===== src/logic/qlm_pkg.sv =====
`default_nettype none
package qlm_pkg;
  // channel count
  localparam int NCH = 4;
  // system clock rate in MHz
  localparam int CLK_MHZ = 125;
  // wake-up filter, least 15 us
  localparam int WU_FILT_US = 15;
  localparam int WU_FILT_CYC = WU_FILT_US * CLK_MHZ;
  // mode-select debounce, least 2 us
  localparam int MODE_DEB_US = 2;
  localparam int MODE_DEB_CYC = MODE_DEB_US * CLK_MHZ;
  // stuck-dominant timeout, 25 ms (inside 25..50 ms)
  localparam int RX_TO_MS = 25;
  localparam int RX_TO_CYC = RX_TO_MS * CLK_MHZ * 1000;
  // standby-to-sleep delay, typ 350 ms (inside 100..500 ms)
  localparam int STBY_MS = 350;
  localparam int STBY_CYC = STBY_MS * CLK_MHZ * 1000;
  // register byte offsets
  localparam logic [3:0] REG_CTRL = 4'h0;
  localparam logic [3:0] REG_STATUS = 4'h4;
  localparam logic [3:0] REG_WAKE_SRC = 4'h8;
  localparam logic [3:0] REG_BUS_LVL = 4'hc;
  // control register fields
  localparam int CTRL_WAKE_EN_LSB = 0;
  localparam logic [3:0] CTRL_WAKE_EN_RST = 4'hf;
  // status register field positions
  localparam int ST_FSM_LSB = 0;
  localparam int ST_MODE_LSB = 3;
  localparam int ST_INH_BIT = 5;
  localparam int ST_HOT_BIT = 6;
  localparam int ST_UV_BIT = 7;
  localparam int ST_TO_LSB = 8;
  localparam int ST_HOLD_LSB = 12;
  localparam int ST_PU_LSB = 16;
  // operating modes, first select pin in bit 0
  localparam logic [1:0] MODE_SLEEP = 2'h0;
  localparam logic [1:0] MODE_HIGH_SPEED = 2'h1;
  localparam logic [1:0] MODE_LOW_SPEED = 2'h2;
  localparam logic [1:0] MODE_NORMAL = 2'h3;
  // controller states, one-hot
  typedef enum logic [2:0] {
    ST_STBY = 3'h1,
    ST_SLEEP = 3'h2,
    ST_ACT = 3'h4
  } qlm_fsm_t;
  // fault inputs travel together
  typedef struct packed {
    logic uv;
    logic hot;
  } qlm_flt_t;
endpackage
`default_nettype wire


===== src/logic/qlm_top.sv =====
`timescale 1ns/1ns
`default_nettype none
module qlm_top
  import qlm_pkg::*;
#(
  parameter int RX_TO_C = RX_TO_CYC,
  parameter int STBY_C = STBY_CYC
) (
  // clock and reset
  input wire logic i_clk_sys,
  input wire logic i_resetn,
  // host pins
  input wire logic [NCH-1:0] i_tx_in,
  input wire logic i_mode_sel_first,
  input wire logic i_mode_sel_second,
  output logic [NCH-1:0] o_rx_out,
  output logic [NCH-1:0] o_rx_out_oe,
  // bus lines
  input wire logic [NCH-1:0] i_bus_line,
  output logic [NCH-1:0] o_bus_line,
  output logic [NCH-1:0] o_bus_line_oe,
  output logic [NCH-1:0] o_pullup_en,
  output logic [1:0] o_slew_mode,
  // supply and protection
  output logic o_regulator_inhibit_out,
  output logic o_regulator_inhibit_out_oe,
  output logic o_mode_pulldown_en,
  input wire logic i_thermal_hot,
  input wire logic i_undervoltage,
  // avalon-mm slave
  input wire logic [3:0] i_avs_address,
  input wire logic i_avs_read,
  input wire logic i_avs_write,
  input wire logic [31:0] i_avs_writedata,
  output logic [31:0] o_avs_readdata,
  output logic o_avs_waitrequest
);
  localparam int WUW = $clog2(WU_FILT_CYC);
  localparam int DBW = $clog2(MODE_DEB_CYC);
  localparam int TOW = $clog2(RX_TO_C);
  localparam int SBW = $clog2(STBY_C);

  // whole module state
  typedef struct packed {
    logic [NCH-1:0] tx_m, tx_s;      // transmit input sync
    logic [1:0] mode_m, mode_s;      // mode select sync
    logic [NCH-1:0] bus_m, bus_s;    // bus level sync
    qlm_flt_t flt_m, flt_s;          // fault input sync
    logic [1:0] mode_stab;           // debounced mode
    logic [DBW-1:0] deb_cnt;         // debounce counter
    qlm_fsm_t fsm;                   // controller state
    logic [SBW-1:0] stby_cnt;        // standby timer
    logic [NCH-1:0] wu_ref;          // last accepted level
    logic [NCH-1:0][WUW-1:0] wu_cnt; // wake filters
    logic [NCH-1:0][TOW-1:0] to_cnt; // dominant timers
    logic [NCH-1:0] to_flag;         // timeout latched
    logic [NCH-1:0] bus_prev;        // for edge detect
    logic [NCH-1:0] hold;            // interrupt hold low
    logic [NCH-1:0] wake_src;        // sticky wake sources
    logic [NCH-1:0] wake_en;         // wake enable mask
    logic [NCH-1:0] bus_oe, bus_lvl; // line drivers
    logic [NCH-1:0] rx_oe, rx_lvl;   // receive outputs
    logic [NCH-1:0] pu_en;           // master pull-ups
    logic regulator_inhibit_out;                       // inhibit driven
    logic [1:0] slew;                // slew setting
    logic pd_en;                     // mode pull-downs
    logic av_wait;                   // waitrequest
    logic [31:0] av_rdata;           // read data
  } qlm_st_t;

  qlm_st_t q, nx;
  logic rst_meta, rst_n;
  logic mode_act;
  logic [NCH-1:0] wake_ev;
  logic av_req;

  // counter end test, shared by all timers
  function automatic logic at_end(input int cnt, input int lim);
    at_end = (cnt == lim - 1);
  endfunction

  // reset release through two flops
  always_ff @(posedge i_clk_sys or negedge i_resetn) begin
    if (!i_resetn) begin
      rst_meta <= 1'b0;
      rst_n <= 1'b0;
    end else begin
      rst_meta <= 1'b1;
      rst_n <= rst_meta;
    end
  end

  assign mode_act = |q.mode_stab;
  assign av_req = i_avs_read | i_avs_write;

  // next-state logic
  always_comb begin
    nx = q;
    wake_ev = '0;
    // pins pass two flops before use
    nx.tx_m = i_tx_in;
    nx.tx_s = q.tx_m;
    nx.mode_m = {i_mode_sel_second, i_mode_sel_first};
    nx.mode_s = q.mode_m;
    nx.bus_m = i_bus_line;
    nx.bus_s = q.bus_m;
    nx.flt_m = '{uv: i_undervoltage, hot: i_thermal_hot};
    nx.flt_s = q.flt_m;
    nx.bus_prev = q.bus_s;
    // mode debounce; glitches shorter than window ignored
    if (q.mode_s != q.mode_stab) begin
      if (at_end(int'(q.deb_cnt), MODE_DEB_CYC)) begin
        nx.mode_stab = q.mode_s;
        nx.deb_cnt = '0;
      end else begin
        nx.deb_cnt = q.deb_cnt + 1'b1;
      end
    end else begin
      nx.deb_cnt = '0;
    end
    // per-channel wake filter and dominant timer
    for (int i = 0; i < NCH; i++) begin
      if (!mode_act && q.bus_s[i] != q.wu_ref[i]) begin
        // either edge direction counts
        if (at_end(int'(q.wu_cnt[i]), WU_FILT_CYC)) begin
          wake_ev[i] = q.wake_en[i];
          nx.wu_ref[i] = q.bus_s[i];
          nx.wu_cnt[i] = '0;
        end else begin
          nx.wu_cnt[i] = q.wu_cnt[i] + 1'b1;
        end
      end else begin
        // active mode keeps reference tracking the line
        nx.wu_ref[i] = q.bus_s[i];
        nx.wu_cnt[i] = '0;
      end
      if (q.bus_s[i] && !q.bus_prev[i]) begin
        nx.to_flag[i] = 1'b0;
        nx.to_cnt[i] = '0;
      end else if (q.fsm == ST_ACT && !q.bus_s[i] && !q.to_flag[i]) begin
        if (at_end(int'(q.to_cnt[i]), RX_TO_C)) begin
          nx.to_flag[i] = 1'b1;
        end else begin
          nx.to_cnt[i] = q.to_cnt[i] + 1'b1;
        end
      end else if (q.fsm != ST_ACT) begin
        nx.to_cnt[i] = '0;
      end
    end
    // wake source hold; mode select releases it
    if (mode_act) begin
      nx.hold = '0;
    end else begin
      nx.hold = q.hold | wake_ev;
    end
    // controller
    unique case (q.fsm)
      ST_STBY: begin
        if (mode_act) begin
          nx.fsm = ST_ACT;
        end else if (|wake_ev) begin
          nx.stby_cnt = '0;
        end else if (at_end(int'(q.stby_cnt), STBY_C)) begin
          nx.fsm = ST_SLEEP;
          nx.stby_cnt = '0;
        end else begin
          nx.stby_cnt = q.stby_cnt + 1'b1;
        end
      end
      ST_SLEEP: begin
        if (mode_act) begin
          nx.fsm = ST_ACT;
        end else if (|wake_ev) begin
          nx.fsm = ST_STBY;
          nx.stby_cnt = '0;
        end
      end
      ST_ACT: begin
        // host chose sleep: inhibit stays until delay ends
        if (!mode_act) begin
          nx.fsm = ST_STBY;
          nx.stby_cnt = '0;
        end
      end
      default: begin
        nx.fsm = ST_STBY;
      end
    endcase
    // line drivers only in active mode, never in sleep setting
    // pin values come from the second sync stage only; the first
    // stage may still be settling, so outputs pay one extra edge
    // of latency rather than risk a metastable value reaching them
    for (int i = 0; i < NCH; i++) begin
      nx.bus_oe[i] = nx.fsm == ST_ACT && nx.mode_stab != MODE_SLEEP
        && !q.tx_s[i] && !q.flt_s.hot && !q.flt_s.uv;
      if (q.flt_s.hot) begin
        nx.rx_oe[i] = 1'b1;
      end else if (nx.fsm == ST_ACT) begin
        nx.rx_oe[i] = !q.bus_s[i];
      end else begin
        nx.rx_oe[i] = nx.hold[i];
      end
      nx.pu_en[i] = !q.flt_s.hot && !nx.to_flag[i];
    end
    nx.bus_lvl = ~nx.bus_oe;
    nx.rx_lvl = ~nx.rx_oe;
    nx.regulator_inhibit_out = nx.fsm != ST_SLEEP;
    // slew setting follows mode; high speed drives fall only
    unique case (nx.mode_stab)
      MODE_HIGH_SPEED: nx.slew = MODE_HIGH_SPEED;
      MODE_LOW_SPEED: nx.slew = MODE_LOW_SPEED;
      MODE_NORMAL: nx.slew = MODE_NORMAL;
      default: nx.slew = MODE_SLEEP;
    endcase
    nx.pd_en = 1'b1;
    // sticky wake sources, set beats clear
    nx.wake_src = q.wake_src | wake_ev;
    // bus slave: one wait cycle, then complete
    nx.av_wait = 1'b1;
    if (av_req && q.av_wait) begin
      nx.av_wait = 1'b0;
      nx.av_rdata = '0;
      unique case (i_avs_address)
        REG_CTRL: nx.av_rdata[CTRL_WAKE_EN_LSB +: NCH] = q.wake_en;
        REG_STATUS: begin
          nx.av_rdata[ST_FSM_LSB +: 3] = q.fsm;
          nx.av_rdata[ST_MODE_LSB +: 2] = q.mode_stab;
          nx.av_rdata[ST_INH_BIT] = q.regulator_inhibit_out;
          nx.av_rdata[ST_HOT_BIT] = q.flt_s.hot;
          nx.av_rdata[ST_UV_BIT] = q.flt_s.uv;
          nx.av_rdata[ST_TO_LSB +: NCH] = q.to_flag;
          nx.av_rdata[ST_HOLD_LSB +: NCH] = q.hold;
          nx.av_rdata[ST_PU_LSB +: NCH] = q.pu_en;
        end
        REG_WAKE_SRC: nx.av_rdata[NCH-1:0] = q.wake_src;
        REG_BUS_LVL: nx.av_rdata[NCH-1:0] = q.bus_s;
        default: nx.av_rdata = '0;
      endcase
    end else if (av_req && !q.av_wait && i_avs_write) begin
      // write lands at completing edge
      if (i_avs_address == REG_CTRL) begin
        nx.wake_en = i_avs_writedata[CTRL_WAKE_EN_LSB +: NCH];
      end else if (i_avs_address == REG_WAKE_SRC) begin
        nx.wake_src = (q.wake_src & ~i_avs_writedata[NCH-1:0]) | wake_ev;
      end
    end
  end

  // state register; power-on floats the line drivers and drives rx enables, pull-ups, inhibit and waitrequest high
  always_ff @(posedge i_clk_sys or negedge rst_n) begin
    if (!rst_n) begin
      q <= '0;
      q.tx_m <= '1;
      q.tx_s <= '1;
      q.bus_m <= '1;
      q.bus_s <= '1;
      q.bus_prev <= '1;
      q.wu_ref <= '1;
      q.fsm <= ST_STBY;
      q.hold <= '1;
      q.wake_en <= CTRL_WAKE_EN_RST;
      q.bus_lvl <= '1;
      q.rx_oe <= '1;
      q.pu_en <= '1;
      q.regulator_inhibit_out <= 1'b1;
      q.pd_en <= 1'b1;
      q.av_wait <= 1'b1;
    end else begin
      q <= nx;
    end
  end

  assign o_rx_out = q.rx_lvl;
  assign o_rx_out_oe = q.rx_oe;
  assign o_bus_line = q.bus_lvl;
  assign o_bus_line_oe = q.bus_oe;
  assign o_pullup_en = q.pu_en;
  assign o_slew_mode = q.slew;
  assign o_regulator_inhibit_out = q.regulator_inhibit_out;
  assign o_regulator_inhibit_out_oe = q.regulator_inhibit_out;
  assign o_mode_pulldown_en = q.pd_en;
  assign o_avs_readdata = q.av_rdata;
  assign o_avs_waitrequest = q.av_wait;

  // checks
  a_sleep_no_drive: assert property (@(posedge i_clk_sys) disable iff (!rst_n)
    (q.mode_stab == MODE_SLEEP) |-> (q.bus_oe == '0))
    else $error("line driven in sleep setting");
  // outputs lag the second sync stage by one edge
  a_tx_high_rec: assert property (@(posedge i_clk_sys) disable iff (!rst_n)
    (q.bus_oe & $past(q.tx_s)) == '0)
    else $error("line driven with transmit input high");
  a_rx_mirror: assert property (@(posedge i_clk_sys) disable iff (!rst_n)
    (q.fsm == ST_ACT && !$past(q.flt_s.hot)) |-> (q.rx_oe == ~$past(q.bus_s)))
    else $error("receive output not mirroring bus");
  a_rx_hold_src: assert property (@(posedge i_clk_sys) disable iff (!rst_n)
    (q.fsm != ST_ACT && !$past(q.flt_s.hot)) |-> (q.rx_oe == q.hold))
    else $error("receive output not showing hold");
  a_to_pullup: assert property (@(posedge i_clk_sys) disable iff (!rst_n)
    $rose(q.to_flag[1]) |-> !q.pu_en[1] && $past(q.to_cnt[1]) == TOW'(RX_TO_C - 1))
    else $error("timeout without full count or pull-up kept");
  a_to_clear: assert property (@(posedge i_clk_sys) disable iff (!rst_n)
    (q.bus_s[0] && !q.bus_prev[0] && !q.flt_s.hot) |=> (!q.to_flag[0] && q.pu_en[0]))
    else $error("rising edge did not clear timeout");
  a_stby_sleep: assert property (@(posedge i_clk_sys) disable iff (!rst_n)
    (q.fsm == ST_STBY && q.stby_cnt == SBW'(STBY_C - 1) && !mode_act && wake_ev == '0)
    |=> (q.fsm == ST_SLEEP && !q.regulator_inhibit_out))
    else $error("standby did not end in sleep");
  a_act_inh: assert property (@(posedge i_clk_sys) disable iff (!rst_n)
    (q.fsm == ST_SLEEP && mode_act) |=> (q.fsm == ST_ACT && q.regulator_inhibit_out))
    else $error("mode select did not enter active");
  // protection acts one edge after the synced flag
  a_hot_cut: assert property (@(posedge i_clk_sys) disable iff (!rst_n)
    $past(q.flt_s.hot) |-> (q.bus_oe == '0 && q.pu_en == '0 && q.rx_oe == '1))
    else $error("overtemperature not cutting paths");
  a_uv_off: assert property (@(posedge i_clk_sys) disable iff (!rst_n)
    $past(q.flt_s.uv) |-> (q.bus_oe == '0))
    else $error("transmitter on in undervoltage");
  // slew code always follows the debounced mode
  a_slew_mode: assert property (@(posedge i_clk_sys) disable iff (!rst_n)
    q.slew == q.mode_stab)
    else $error("slew setting not following mode");
  // accepted wake marks its channel for the host
  a_wake_hold: assert property (@(posedge i_clk_sys) disable iff (!rst_n)
    (wake_ev != '0) |=> ((q.hold & $past(wake_ev)) == $past(wake_ev)))
    else $error("wake source not held low");
  // wake from sleep goes to standby with inhibit driven
  a_wake_stby: assert property (@(posedge i_clk_sys) disable iff (!rst_n)
    (q.fsm == ST_SLEEP && !mode_act && wake_ev != '0) |=> (q.fsm == ST_STBY && q.regulator_inhibit_out))
    else $error("wake did not restart standby");
  // active state never keeps a wake hold
  a_act_no_hold: assert property (@(posedge i_clk_sys) disable iff (!rst_n)
    (q.fsm == ST_ACT) |-> (q.hold == '0))
    else $error("hold left set in active state");
  // host sleep keeps inhibit through a fresh standby delay
  a_host_sleep: assert property (@(posedge i_clk_sys) disable iff (!rst_n)
    (q.fsm == ST_ACT && !mode_act) |=> (q.fsm == ST_STBY && q.regulator_inhibit_out && q.stby_cnt == '0))
    else $error("host sleep did not start standby delay");
  // debounced mode moves only after a full window
  a_deb_window: assert property (@(posedge i_clk_sys) disable iff (!rst_n)
    (q.mode_stab != $past(q.mode_stab)) |-> ($past(q.deb_cnt) == DBW'(MODE_DEB_CYC - 1)))
    else $error("mode taken before debounce window");
  // wake on channel 2 only after the full filter time
  a_wake_filt: assert property (@(posedge i_clk_sys) disable iff (!rst_n)
    $rose(q.wake_src[2]) |-> ($past(q.wu_cnt[2]) == WUW'(WU_FILT_CYC - 1)))
    else $error("wake taken before filter time");
endmodule
`default_nettype wire


===== config.mk =====
export PLATFORM = sky130hd
export DESIGN_NAME = qlm_top
export DESIGN_NICKNAME = d
export VERILOG_FILES = /design/src/logic/qlm_pkg.sv /design/src/logic/qlm_top.sv
export SDC_FILE = /design/constraint.sdc
export NUM_CORES = 1
export LEC_CHECK = 0
export ABC_CLOCK_PERIOD_IN_PS = 8000
export BUFFER_PORTS_ARGS = -buffer_cell sky130_fd_sc_hd__buf_2
export CORE_ASPECT_RATIO = 0.7
export CORE_UTILIZATION = 56
export CTS_BUF_LIST = sky130_fd_sc_hd__clkbuf_4 sky130_fd_sc_hd__clkbuf_8
export DETAILED_ROUTE_END_ITERATION = 8
export PLACE_DENSITY = 0.79
export RECOVER_POWER = 25
export SLEW_MARGIN = 20
export SYNTH_ARGS = -nofsm -noshare
export SYNTH_HDL_FRONTEND = slang
export SYNTH_SLANG_ARGS = --single-unit

===== constraint.sdc =====
create_clock -name i_clk_sys -period 8 [get_ports i_clk_sys]
set_clock_uncertainty 0.05 [all_clocks]
set_input_delay 0.4 -clock i_clk_sys [delete_from_list [all_inputs] [get_ports i_clk_sys]]
set_output_delay 0.4 -clock i_clk_sys [all_outputs]
set_load 0.05 [all_outputs]

==> results of run 1 <==
## power by group
group	switching, mW	total (mW)	internal, mW
Sequential	0.0622	1.47	1.41
Clock	0.529	1.23	0.698
Combinational	0.165	0.247	0.0824
## registers in the layout, summed over array words and instances, names as in the netlist
register,cells
rst_meta,1
o_pullup_en,4
o_rx_out_oe,4
o_rx_out,4
q,202
o_avs_waitrequest,1
o_slew_mode,2
o_regulator_inhibit_out,1
rst_n,1
nx,16
o_bus_line_oe,4
o_bus_line,4
o_avs_readdata,20
## through the flow
stage | std cells | instance area (um2)
after floorplan | 1253 | 12700
after global placement | 1523 | 12900
after detailed placement | 1523 | 12900
after CTS | 1612 | 13900
after global routing | 1614 | 14000
final | 1614 | 14000
## worst max-delay path by stage
stage,startpoint,end,slack [ps],cells after the start
finish,rst_n$_DFF_PN0_,o_bus_line_oe[3]$_DFF_PN0_,4800,1
CTS,q[241]$_DFF_PN0_,q[133]$_DFFE_PN0P_,5110,7
detailed placement,q[241]$_DFF_PN0_,q[133]$_DFFE_PN0P_,5110,7
global placement,q[241]$_DFF_PN0_,q[133]$_DFFE_PN0P_,5150,7
global route,rst_n$_DFF_PN0_,o_rx_out[0]$_DFF_PN0_,4080,1
floorplan,rst_n$_DFF_PN0_,nx[252]$_DFF_PN0_,130,0
## per-layer routing
layer	GRT usage [%]	up-vias
met3	4.77	41
met4	6.78	0
met1	34.7	4451
met5	0	-
met2	34.1	258
li1	-	4341
## synth_stat cells (all sizes together), types with 11 or more instances
master	count	area share [%]
nor2	197	5.9
a22o	20	1.4
a21oi	33	1.3
or3	18	0.89
and3	25	1.2
dfrtp	217	43
nand4	27	1.3
clkbuf	23	0.68
inv	34	1.0
o21ai	58	2.5
ha	15	1.5
dfstp	47	9.8
mux2	13	1.2
nor4bb	11	0.87
nor3	23	0.99
nand2	91	2.7
buf	67	3.8
nand3	65	2.6
xnor2	54	3.7
xor2	59	4.1
or2	12	0.59
## cells by family (layout without fill, tap and decap cells)
| logic type | after synthesis | in the layout |
|---|---|---|
| AOI/OAI and AO/OA | 179 | 179 |
| xor gates and xnor gates | 113 | 113 |
| and+or+nand+nor | 522 | 522 |
| DFF | 264 | 264 |
| other | 2 | 14 |
| buffers and inverters | 124 | 203 |
| adders and majority gates | 15 | 15 |
| muxes | 22 | 22 |
## area by class of cell
| type | count | area [um2] | area share (%) |
|---|---|---|---|
| Clock buffer | 67 | 835 | 5.97 |
| Clock inverter | 9 | 83.8 | 0.600 |
| Inverter | 34 | 128 | 0.913 |
| Multi-Input combinational cell | 865 | 5330 | 38.2 |
| Sequential cell | 264 | 6670 | 47.7 |
| Tap cell | 282 | 353 | 2.52 |
| Timing Repair Buffer | 93 | 578 | 4.14 |
## cells in the final DEF, fill, tap and decap left out, types with 33 or more instances in the layout
| cell type | instances |
|---|---|
| sky130_fd_sc_hd__dfstp_2 | 41 |
| sky130_fd_sc_hd__dfrtp_1 | 217 |
| sky130_fd_sc_hd__inv_1 | 34 |
| sky130_fd_sc_hd__nand3_1 | 65 |
| sky130_fd_sc_hd__nand2_1 | 91 |
| sky130_fd_sc_hd__nor2_1 | 196 |
| sky130_fd_sc_hd__o21ai_0 | 47 |
| sky130_fd_sc_hd__clkbuf_8 | 53 |
| sky130_fd_sc_hd__xor2_1 | 59 |
| sky130_fd_sc_hd__buf_2 | 65 |
| sky130_fd_sc_hd__a21oi_1 | 33 |
| sky130_fd_sc_hd__xnor2_1 | 54 |
==> flow_metrics.env, run 1 <==
export IMPL_run_status="complete, but fails checks"
export IMPL_violations_in_the_final_reports="max-capacitance violations, max-slew violations"
export IMPL_r2r_setup_slack_ps=4800
export IMPL_report_final_hold_viol_count=0
export IMPL_die_area_um2=23200
export IMPL_fp_dieW_um=182
export IMPL_worst_path_max_delay_cell="sky130_fd_sc_hd__clkbuf_1"
export IMPL_place_hpwl_um=17400
export IMPL_clk_pin_slew_ps=70
export IMPL_number_of_gates_given_a_new_drive_strength_after_cts=0
export IMPL_first_global_vias=8660
export IMPL_grt_pass1_wl_um=43500
export IMPL_drt_pass1_iterations=6
export IMPL_leakagePower_nw=6.08
export IMPL_timing_critical_path_required_ps=8180
export IMPL_initial_utilization_pct=57.7
export IMPL_drt_iter0_markers=788
export IMPL_count_of_filler_cells_inserted_in_the_layout=1692
export IMPL_postSynthRegisterBits=264
export IMPL_routed_wirelength_um=25900
export IMPL_async_flop_share_pct=100
export IMPL_number_of_post_cts_setup_repair_buffers=0
export IMPL_worst_setup_path_start_kind="flip-flop"
export IMPL_synth_yosys_warnings=0
export IMPL_fin_crit_sh_pct=39.9
export IMPL_postSynthCellCount=1241
export IMPL_synth_enable_flop_cells=0
export IMPL_period_minus_slack_ps=3200
export IMPL_syn_cell_area_um2=12600
export IMPL_yosys_most_used_dff="sky130_fd_sc_hd__dfrtp_1"
export IMPL_synth_compound_gate_area_share_pct=9.79
export IMPL_setup_worst_path_class="flip-flop to asynchronous set/reset pin"
export IMPL_number_of_vias_in_the_routed_layout=9091
export IMPL_critical_path_max_stage_delay_ps=1570
export IMPL_cts_htree_levels=2
export IMPL_grt_util_overall_pct=23.2
export IMPL_detail_route_drc_violations=0
export IMPL_timing_final_ws_setup_ps=4800
export IMPL_pre_cts_slack_ps=5110
export IMPL_power_density_nw_per_um2=211
export IMPL_ant_nets=0
export IMPL_synth_top_family_by_area="simple AND/OR/NAND/NOR gates"
export IMPL_area_growth_syn_to_layout_pct=10.6
export IMPL_worstSkewPairLatency_ps=550
export IMPL_ctsHoldBuffers=13
export IMPL_avgViaCountPerCell=5.63
export IMPL_worst_path_dominant_cell_family="buffers and inverters"
export IMPL_synth_fa_ha_area_share_pct=1.49
export IMPL_holdWs_ps=57.2
export IMPL_multiplexer_share_of_the_synthesized_area_pct=2.27
export IMPL_globalRoute_totalOverflow=0
export IMPL_core_um2=21900
export IMPL_antenna_found_initial=0
export IMPL_max_slew_margin_pct=-40.0
export IMPL_rsz0062_at_grt="no"
export IMPL_post_synth_xor_area_fraction_pct=7.83
export IMPL_tightestPinTransition_ps=2100
export IMPL_routed_top_layer="met4"
export IMPL_timing_reg2reg_worst_path_depth=1
export IMPL_gp_routability_congestion=0.847
export IMPL_die_h_um=128
export IMPL_antenna_cells=0
export IMPL_yosysUniqueCellTypes=72
export IMPL_ir_worst_vdd_uv=140
export IMPL_hp_start="i_avs_writedata[0]"
export IMPL_setup_viol=0
export IMPL_yosys_area_share_simple_pct=20.3
export IMPL_critical_path_peak_fanout=40
export IMPL_maxClockFrequency_mhz=313
export IMPL_synth_avg_cell_area_um2=10.2
export IMPL_num_io_pins=110
export IMPL_setup_tns_final_ps=0
export IMPL_nNetsFinal=1366
export IMPL_wl_per_cell_um=16.0
export IMPL_maxCapViolCount=1
export IMPL_place_port_buffers=68
export IMPL_crit_path_cells="clkbuf_1"
export IMPL_row_count=45
export IMPL_type_of_the_worst_min_delay_path="input port to flip-flop"
export IMPL_tritoncts="built"
export IMPL_met3_wirelength_um=1640
export IMPL_met2_length_um=11600
export IMPL_worstHoldEndpoint="q[57]$_DFFE_PN1P_"
export IMPL_postLayoutCoreUtil_pct=63.8
export IMPL_fin_max_slew_vios=40
export IMPL_arrival_ps=3380
export IMPL_regToRegStartpoint="rst_n$_DFF_PN0_"
export IMPL_clk_root_buffer_cell="sky130_fd_sc_hd__clkbuf_8"
export IMPL_grt_start_max_net_pins=82
export IMPL_total_power_of_the_final_layout_mw=2.95
export IMPL_cts_inserted_buffers=41
export IMPL_worstPathBufferInverterCount=1
export IMPL_clk_path_buf_depth=3
export IMPL_worstReg2RegEnd="o_bus_line_oe[3]$_DFF_PN0_"
export IMPL_ys_seq_area_share_pct=52.8
export IMPL_min_delay_path_depth=2
export IMPL_timing_critical_path_to_type="asynchronous set/reset pin"
export IMPL_final_layout_size_suffix_gt1_share_pct=18.2
export IMPL_numClockSinks=264
export IMPL_wl_met1_um=12200
Power figures use the tool's default switching activity.
==> run 2: changes to the inputs <==
- ABC_CLOCK_PERIOD_IN_PS: 8000 -> 2660
- clock period: 8 -> 2.66 ns (I/O delays scaled with it)
==> flow_metrics.env, run 2 (synthesized netlist as in run 1, its figures left out) <==
export IMPL_clk_root_buffer_cell="sky130_fd_sc_hd__clkbuf_8"
export IMPL_arrival_ps=2890
export IMPL_fin_crit_sh_pct=95.2
export IMPL_total_power_of_the_final_layout_mw=8.94
export IMPL_timing_critical_path_to_type="flip-flop"
export IMPL_ant_nets=0
export IMPL_num_io_pins=110
export IMPL_layout_cells_most_common="sky130_fd_sc_hd__dfrtp_1"
export IMPL_number_of_vias_in_the_routed_layout=9342
export IMPL_fp_dieW_um=182
export IMPL_worst_setup_path_start_kind="flip-flop"
export IMPL_crit_path_cells="buf_4 > nor3b_1 > buf_4 > nand3_1 > a21oi_1 > buf_4 > o21ai_0 > nor3_2 > xnor2_1 > nor2_1"
export IMPL_cts_htree_levels=2
export IMPL_type_of_the_worst_min_delay_path="input port to flip-flop"
export IMPL_setup_viol=0
export IMPL_maxCapViolCount=0
export IMPL_wl_per_cell_um=16.1
export IMPL_routed_wirelength_um=26800
export IMPL_met3_wirelength_um=1680
export IMPL_met2_length_um=11800
export IMPL_gp_routability_congestion=0.854
export IMPL_worst_path_dominant_cell_family="simple AND/OR/NAND/NOR gates"
export IMPL_report_final_hold_viol_count=0
export IMPL_nNetsFinal=1411
export IMPL_final_layout_size_suffix_gt1_share_pct=20.9
export IMPL_detail_route_drc_violations=0
export IMPL_first_global_vias=8822
export IMPL_area_of_combinational_cells_with_multiple_inputs_um2=5390
export IMPL_die_area_um2=23200
export IMPL_run_status="complete, no violations"
export IMPL_max_slew_margin_pct=23.2
export IMPL_largest_register_ffs=202
export IMPL_antenna_found_initial=0
export IMPL_hp_start="i_avs_address[3]"
export IMPL_place_port_buffers=68
export IMPL_area_growth_syn_to_layout_pct=13.7
export IMPL_leakagePower_nw=6.27
export IMPL_grt_pass1_wl_um=44100
export IMPL_worst_setup_path_startpoint="q[240]$_DFF_PN0_"
export IMPL_period_minus_slack_ps=2530
export IMPL_numClockSinks=264
export IMPL_row_count=45
export IMPL_drt_iter0_markers=689
export IMPL_critical_path_max_stage_delay_ps=380
export IMPL_worst_path_max_delay_cell="sky130_fd_sc_hd__dfrtp_1"
export IMPL_timing_critical_path_required_ps=3020
export IMPL_core_um2=21900
export IMPL_routed_top_layer="met4"
export IMPL_setup_worst_path_class="flip-flop to flip-flop"
export IMPL_tightestPinTransition_ps=1150
export IMPL_timing_final_ws_setup_ps=128
export IMPL_pre_cts_slack_ps=55.4
export IMPL_power_density_nw_per_um2=623
export IMPL_layout_common_cells="sky130_fd_sc_hd__dfrtp_1, sky130_fd_sc_hd__nor2_1, sky130_fd_sc_hd__nand2_1"
export IMPL_fin_max_slew_vios=0
export IMPL_wl_met1_um=12700
export IMPL_worstPathBufferInverterCount=3
export IMPL_regToRegStartpoint="q[240]$_DFF_PN0_"
export IMPL_clk_path_buf_depth=3
export IMPL_grt_start_max_net_pins=52
export IMPL_initial_utilization_pct=57.7
export IMPL_cts_inserted_buffers=41
export IMPL_ff_latch_area_um2=6670
export IMPL_grt_util_overall_pct=23.6
export IMPL_tritoncts="built"
export IMPL_avgViaCountPerCell=5.63
export IMPL_drt_pass1_iterations=5
export IMPL_clk_pin_slew_ps=60
export IMPL_worstSkewPairLatency_ps=560
export IMPL_place_hpwl_um=18100
export IMPL_maxClockFrequency_mhz=395
export IMPL_die_h_um=128
export IMPL_count_of_filler_cells_inserted_in_the_layout=1698
export IMPL_antenna_cells=0
export IMPL_globalRoute_totalOverflow=0
export IMPL_ir_worst_vdd_uv=429
export IMPL_critical_path_peak_fanout=11
export IMPL_critical_path_most_common_cell="sky130_fd_sc_hd__buf_4"
export IMPL_reg_with_most_ffs="q"
-- run 2: cell types whose count changed in the layout (fill, tap and decap cells not counted), moves of 4 or more --
cell,change
sky130_fd_sc_hd__dlygate4sd3_1,+9
sky130_fd_sc_hd__buf_4,+32
sky130_fd_sc_hd__clkinv_2,+6
sky130_fd_sc_hd__dfstp_1,-4
sky130_fd_sc_hd__clkbuf_8,-5
sky130_fd_sc_hd__dfstp_2,+4
sky130_fd_sc_hd__clkbuf_4,-4
-- run 2: stage by stage --
| step | util (%) | instance area (um2) | hold slack (ps) | std cells | TNS [ps] |
|---|---|---|---|---|---|
| 6_report | 65.6 | 14400 | 67.0 | 1658 | 0 |
| 2_1_floorplan | - | 12700 | -213 | 1253 | -2070 |
| 5_1_grt | 65.6 | 14400 | 51.7 | 1658 | -40.2 |
| 3_3_place_gp | 60.3 | 13200 | -131 | 1555 | 0 |
| 4_1_cts | 65.4 | 14300 | 34.1 | 1652 | 0 |
| 3_5_place_dp | 60.3 | 13200 | -129 | 1555 | 0 |
-- run 2: area by class of cell --
cell class / count / area share (%)
Tap cell: 282 / 2.46
Multi-Input combinational cell: 865 / 37.5
Clock buffer: 58 / 5.12
Inverter: 34 / 0.889
Clock inverter: 17 / 1.20
Timing Repair Buffer: 138 / 6.40
Sequential cell: 264 / 46.4
-- run 2: tightest hold or removal path, delay by kind of cell --
kind | cells | cell delay (ps)
AO/OA/AOI/OAI | 1 | 120
buffers and inverters | 1 | 150
multiplexers | 1 | 230
-- run 2: routing by layer --
layer | vias to the layer above | global-route usage, %
met2 | 260 | 34.6
met5 | - | 0
met4 | 0 | 7.53
met1 | 4607 | 35.0
met3 | 49 | 5.23
li1 | 4426 | -
-- run 2: worst paths after layout --
kind                                            endpoint  slack, ps  depth (start not counted)
setup / recovery                      q[134]$_DFFE_PN0P_        130                         10
hold / removal             o_avs_readdata[0]$_DFFE_PN0P_         70                          3
setup reg to reg                      q[134]$_DFFE_PN0P_        130                         10
hold reg to reg                         q[264]$_DFF_PN0_        290                          0
max in group asynchronous               q[167]$_DFF_PN0_        530                          1
min in group asynchronous             rst_meta$_DFF_PN0_        390                          3
-- run 2: report_power, final --
| group | internal [mW] | switching [mW] | leakage, nW |
|---|---|---|---|
| Combinational | 0.270 | 0.506 | 2.39 |
| Clock | 2.10 | 1.63 | 0.482 |
| Sequential | 4.25 | 0.186 | 3.40 |
| Total | 6.62 | 2.33 | 6.27 |
-- run 2: repair_timing --
item	in CTS	in global routing
endpoints found under the setup margin	1	26
gates resized for setup	1	11
pin swaps	0	4
hold buffers	22	0
hold endpoints to repair	27	0
setup buffers	0	6
==> run 3: changes to the inputs <==
- MAX_ROUTING_LAYER: default -> met4
==> flow_metrics.env, run 3 (synthesized netlist as in run 1, its figures left out) <==
export IMPL_fp_dieW_um=182
export IMPL_period_minus_slack_ps=2480
export IMPL_numPlacedInstances=1552
export IMPL_tightestPinTransition_ps=2000
export IMPL_crit_path_cells="inv_1 > ha_1 > nor4bb_1 > nand4_1 > o22ai_2 > buf_4 > o21a_1 > nor2_1 > or4_1 > a21oi_1"
export IMPL_ant_nets=0
export IMPL_grt_pass1_wl_um=44000
export IMPL_clk_pin_slew_ps=60
export IMPL_clk_path_buf_depth=3
export IMPL_pre_cts_slack_ps=136
export IMPL_power_density_nw_per_um2=625
export IMPL_proportion_of_power_drawn_by_the_clock_network_pct=41.7
export IMPL_max_slew_margin_pct=-33.3
export IMPL_wl_per_cell_um=16.0
export IMPL_comb_power_share_pct=8.8
export IMPL_maxCapViolCount=1
export IMPL_antenna_cells=0
export IMPL_timing_critical_path_required_ps=3070
export IMPL_cts_htree_levels=2
export IMPL_num_io_pins=110
export IMPL_run_status="complete, but fails checks"
export IMPL_clk_root_buffer_cell="sky130_fd_sc_hd__clkbuf_8"
export IMPL_grt_start_max_net_pins=58
export IMPL_reg_with_most_ffs="q"
export IMPL_area_growth_syn_to_layout_pct=13.4
export IMPL_grt_util_met2_pct=35.1
export IMPL_die_area_um2=23200
export IMPL_place_port_buffers=68
export IMPL_final_layout_size_suffix_gt1_share_pct=20.1
export IMPL_worstSkewPairLatency_ps=550
export IMPL_violations_in_the_final_reports="max-capacitance violations, max-slew violations"
export IMPL_fin_max_slew_vios=44
export IMPL_layout_cells_most_common="sky130_fd_sc_hd__dfrtp_1"
export IMPL_busiest_layer="met1"
export IMPL_gp_routability_congestion=0.880
export IMPL_number_of_vias_in_the_routed_layout=9176
export IMPL_setup_viol=0
export IMPL_grt_util_overall_pct=24.3
export IMPL_grt_util_met3_pct=4.18
export IMPL_drt_pass1_iterations=6
export IMPL_routed_wirelength_um=26400
export IMPL_leakagePower_nw=6.26
export IMPL_setup_worst_path_class="flip-flop to flip-flop"
export IMPL_type_of_the_worst_min_delay_path="input port to flip-flop"
export IMPL_avgViaCountPerCell=5.56
export IMPL_nNetsFinal=1403
export IMPL_detail_route_drc_violations=0
export IMPL_place_hpwl_um=18400
export IMPL_cts_inserted_buffers=41
export IMPL_first_global_vias=8814
export IMPL_die_h_um=128
export IMPL_report_final_hold_viol_count=0
export IMPL_switching_power_mw=2.30
export IMPL_layout_common_cells="sky130_fd_sc_hd__dfrtp_1, sky130_fd_sc_hd__nor2_1, sky130_fd_sc_hd__nand2_1"
export IMPL_worst_path_max_delay_cell="sky130_fd_sc_hd__dfrtp_1"
export IMPL_timing_final_ws_setup_ps=177
export IMPL_initial_utilization_pct=57.7
export IMPL_tritoncts="built"
export IMPL_internal_power_mw=6.66
export IMPL_critical_path_peak_fanout=6
export IMPL_numClockSinks=264
export IMPL_holdWs_ps=71.7
export IMPL_share_seq_of_total_power_pct=49.5
export IMPL_antenna_found_initial=0
export IMPL_postLayoutCoreUtil_pct=65.4
export IMPL_largest_register_ffs=202
export IMPL_layout_cells_non_filler=1649
export IMPL_critical_path_max_stage_delay_ps=420
export IMPL_groute_layer_met1_usage_pct=35.2
export IMPL_row_count=45
export IMPL_timing_critical_path_to_type="flip-flop"
export IMPL_maxClockFrequency_mhz=403
export IMPL_core_um2=21900
export IMPL_power_switching_fraction_pct=25.7
export IMPL_rsz0062_at_grt="no"
export IMPL_arrival_ps=2900
export IMPL_ir_worst_vdd_uv=483
export IMPL_globalRoute_totalOverflow=0
export IMPL_worst_setup_path_start_kind="flip-flop"
export IMPL_drt_iter0_markers=819
export IMPL_fin_crit_sh_pct=93.3
run 3: critical path, delay by kind of cell (launching register included):
kind | cells | cell delay [ps]
adders and majority gates | 1 | 140
and+or+nand+nor | 4 | 1010
AOI/OAI and AO/OA | 3 | 540
DFF | 1 | 420
buffers and inverters | 2 | 240
run 3: repair_timing:
item                                    in CTS  in global routing
hold buffers                                22                  0
buffers inserted                             0                  1
hold endpoints to repair                    27                  0
gates resized for setup                      0                  7
endpoints found under the setup margin       0                 24
run 3: cell type report:
| cell class | instances | area (um2) |
|---|---|---|
| clock buffer | 58 | 748 |
| clock inverter | 16 | 168 |
| fill | 1673 | 7570 |
| inverter | 34 | 128 |
| multi-input combinational | 865 | 5360 |
| sequential | 264 | 6670 |
| tap | 282 | 353 |
| timing repair buffer | 130 | 908 |
run 3: per-layer routing:
metal  vias to the layer above  share of wire [%]
met2                       240                 44
met1                      4484                 48
met4                         0                1.7
met5                         -                  0
li1                       4420                  -
met3                        32                5.6
run 3: stage by stage:
step,cell area [um2],setup TNS [ps],power [mW]
floorplan,12700,-2070,5.06
detailed placement,13200,0,5.28
global placement,13200,0,5.24
CTS,14300,0,9.06
global route,14300,0,9.36
finish,14300,0,8.96
run 3: power by group through the flow:
stage / Clock [mW] / Sequential, mW / Combinational, mW
finish: 3.73 / 4.44 / 0.792
global route: 4.01 / 4.46 / 0.888
CTS: 3.82 / 4.44 / 0.801
detailed placement: 0 / 4.51 / 0.770
global placement: 0 / 4.49 / 0.747
floorplan: 0 / 4.51 / 0.558
run 3: final timing paths:
kind                       slack (ps)         startpoint                       endpoint  depth (start not counted)
max                               180   q[187]$_DFF_PN0_             q[227]$_DFFE_PN0P_                         10
min                                70   i_avs_address[3]  o_avs_readdata[0]$_DFFE_PN0P_                          3
max reg2reg                       180   q[187]$_DFF_PN0_             q[227]$_DFFE_PN0P_                         10
min reg2reg                       300  nx[265]$_DFF_PN0_               q[265]$_DFF_PN0_                          0
max in group asynchronous         520    rst_n$_DFF_PN0_              nx[256]$_DFF_PN1_                          1
min in group asynchronous         390           i_resetn                rst_n$_DFF_PN0_                          3
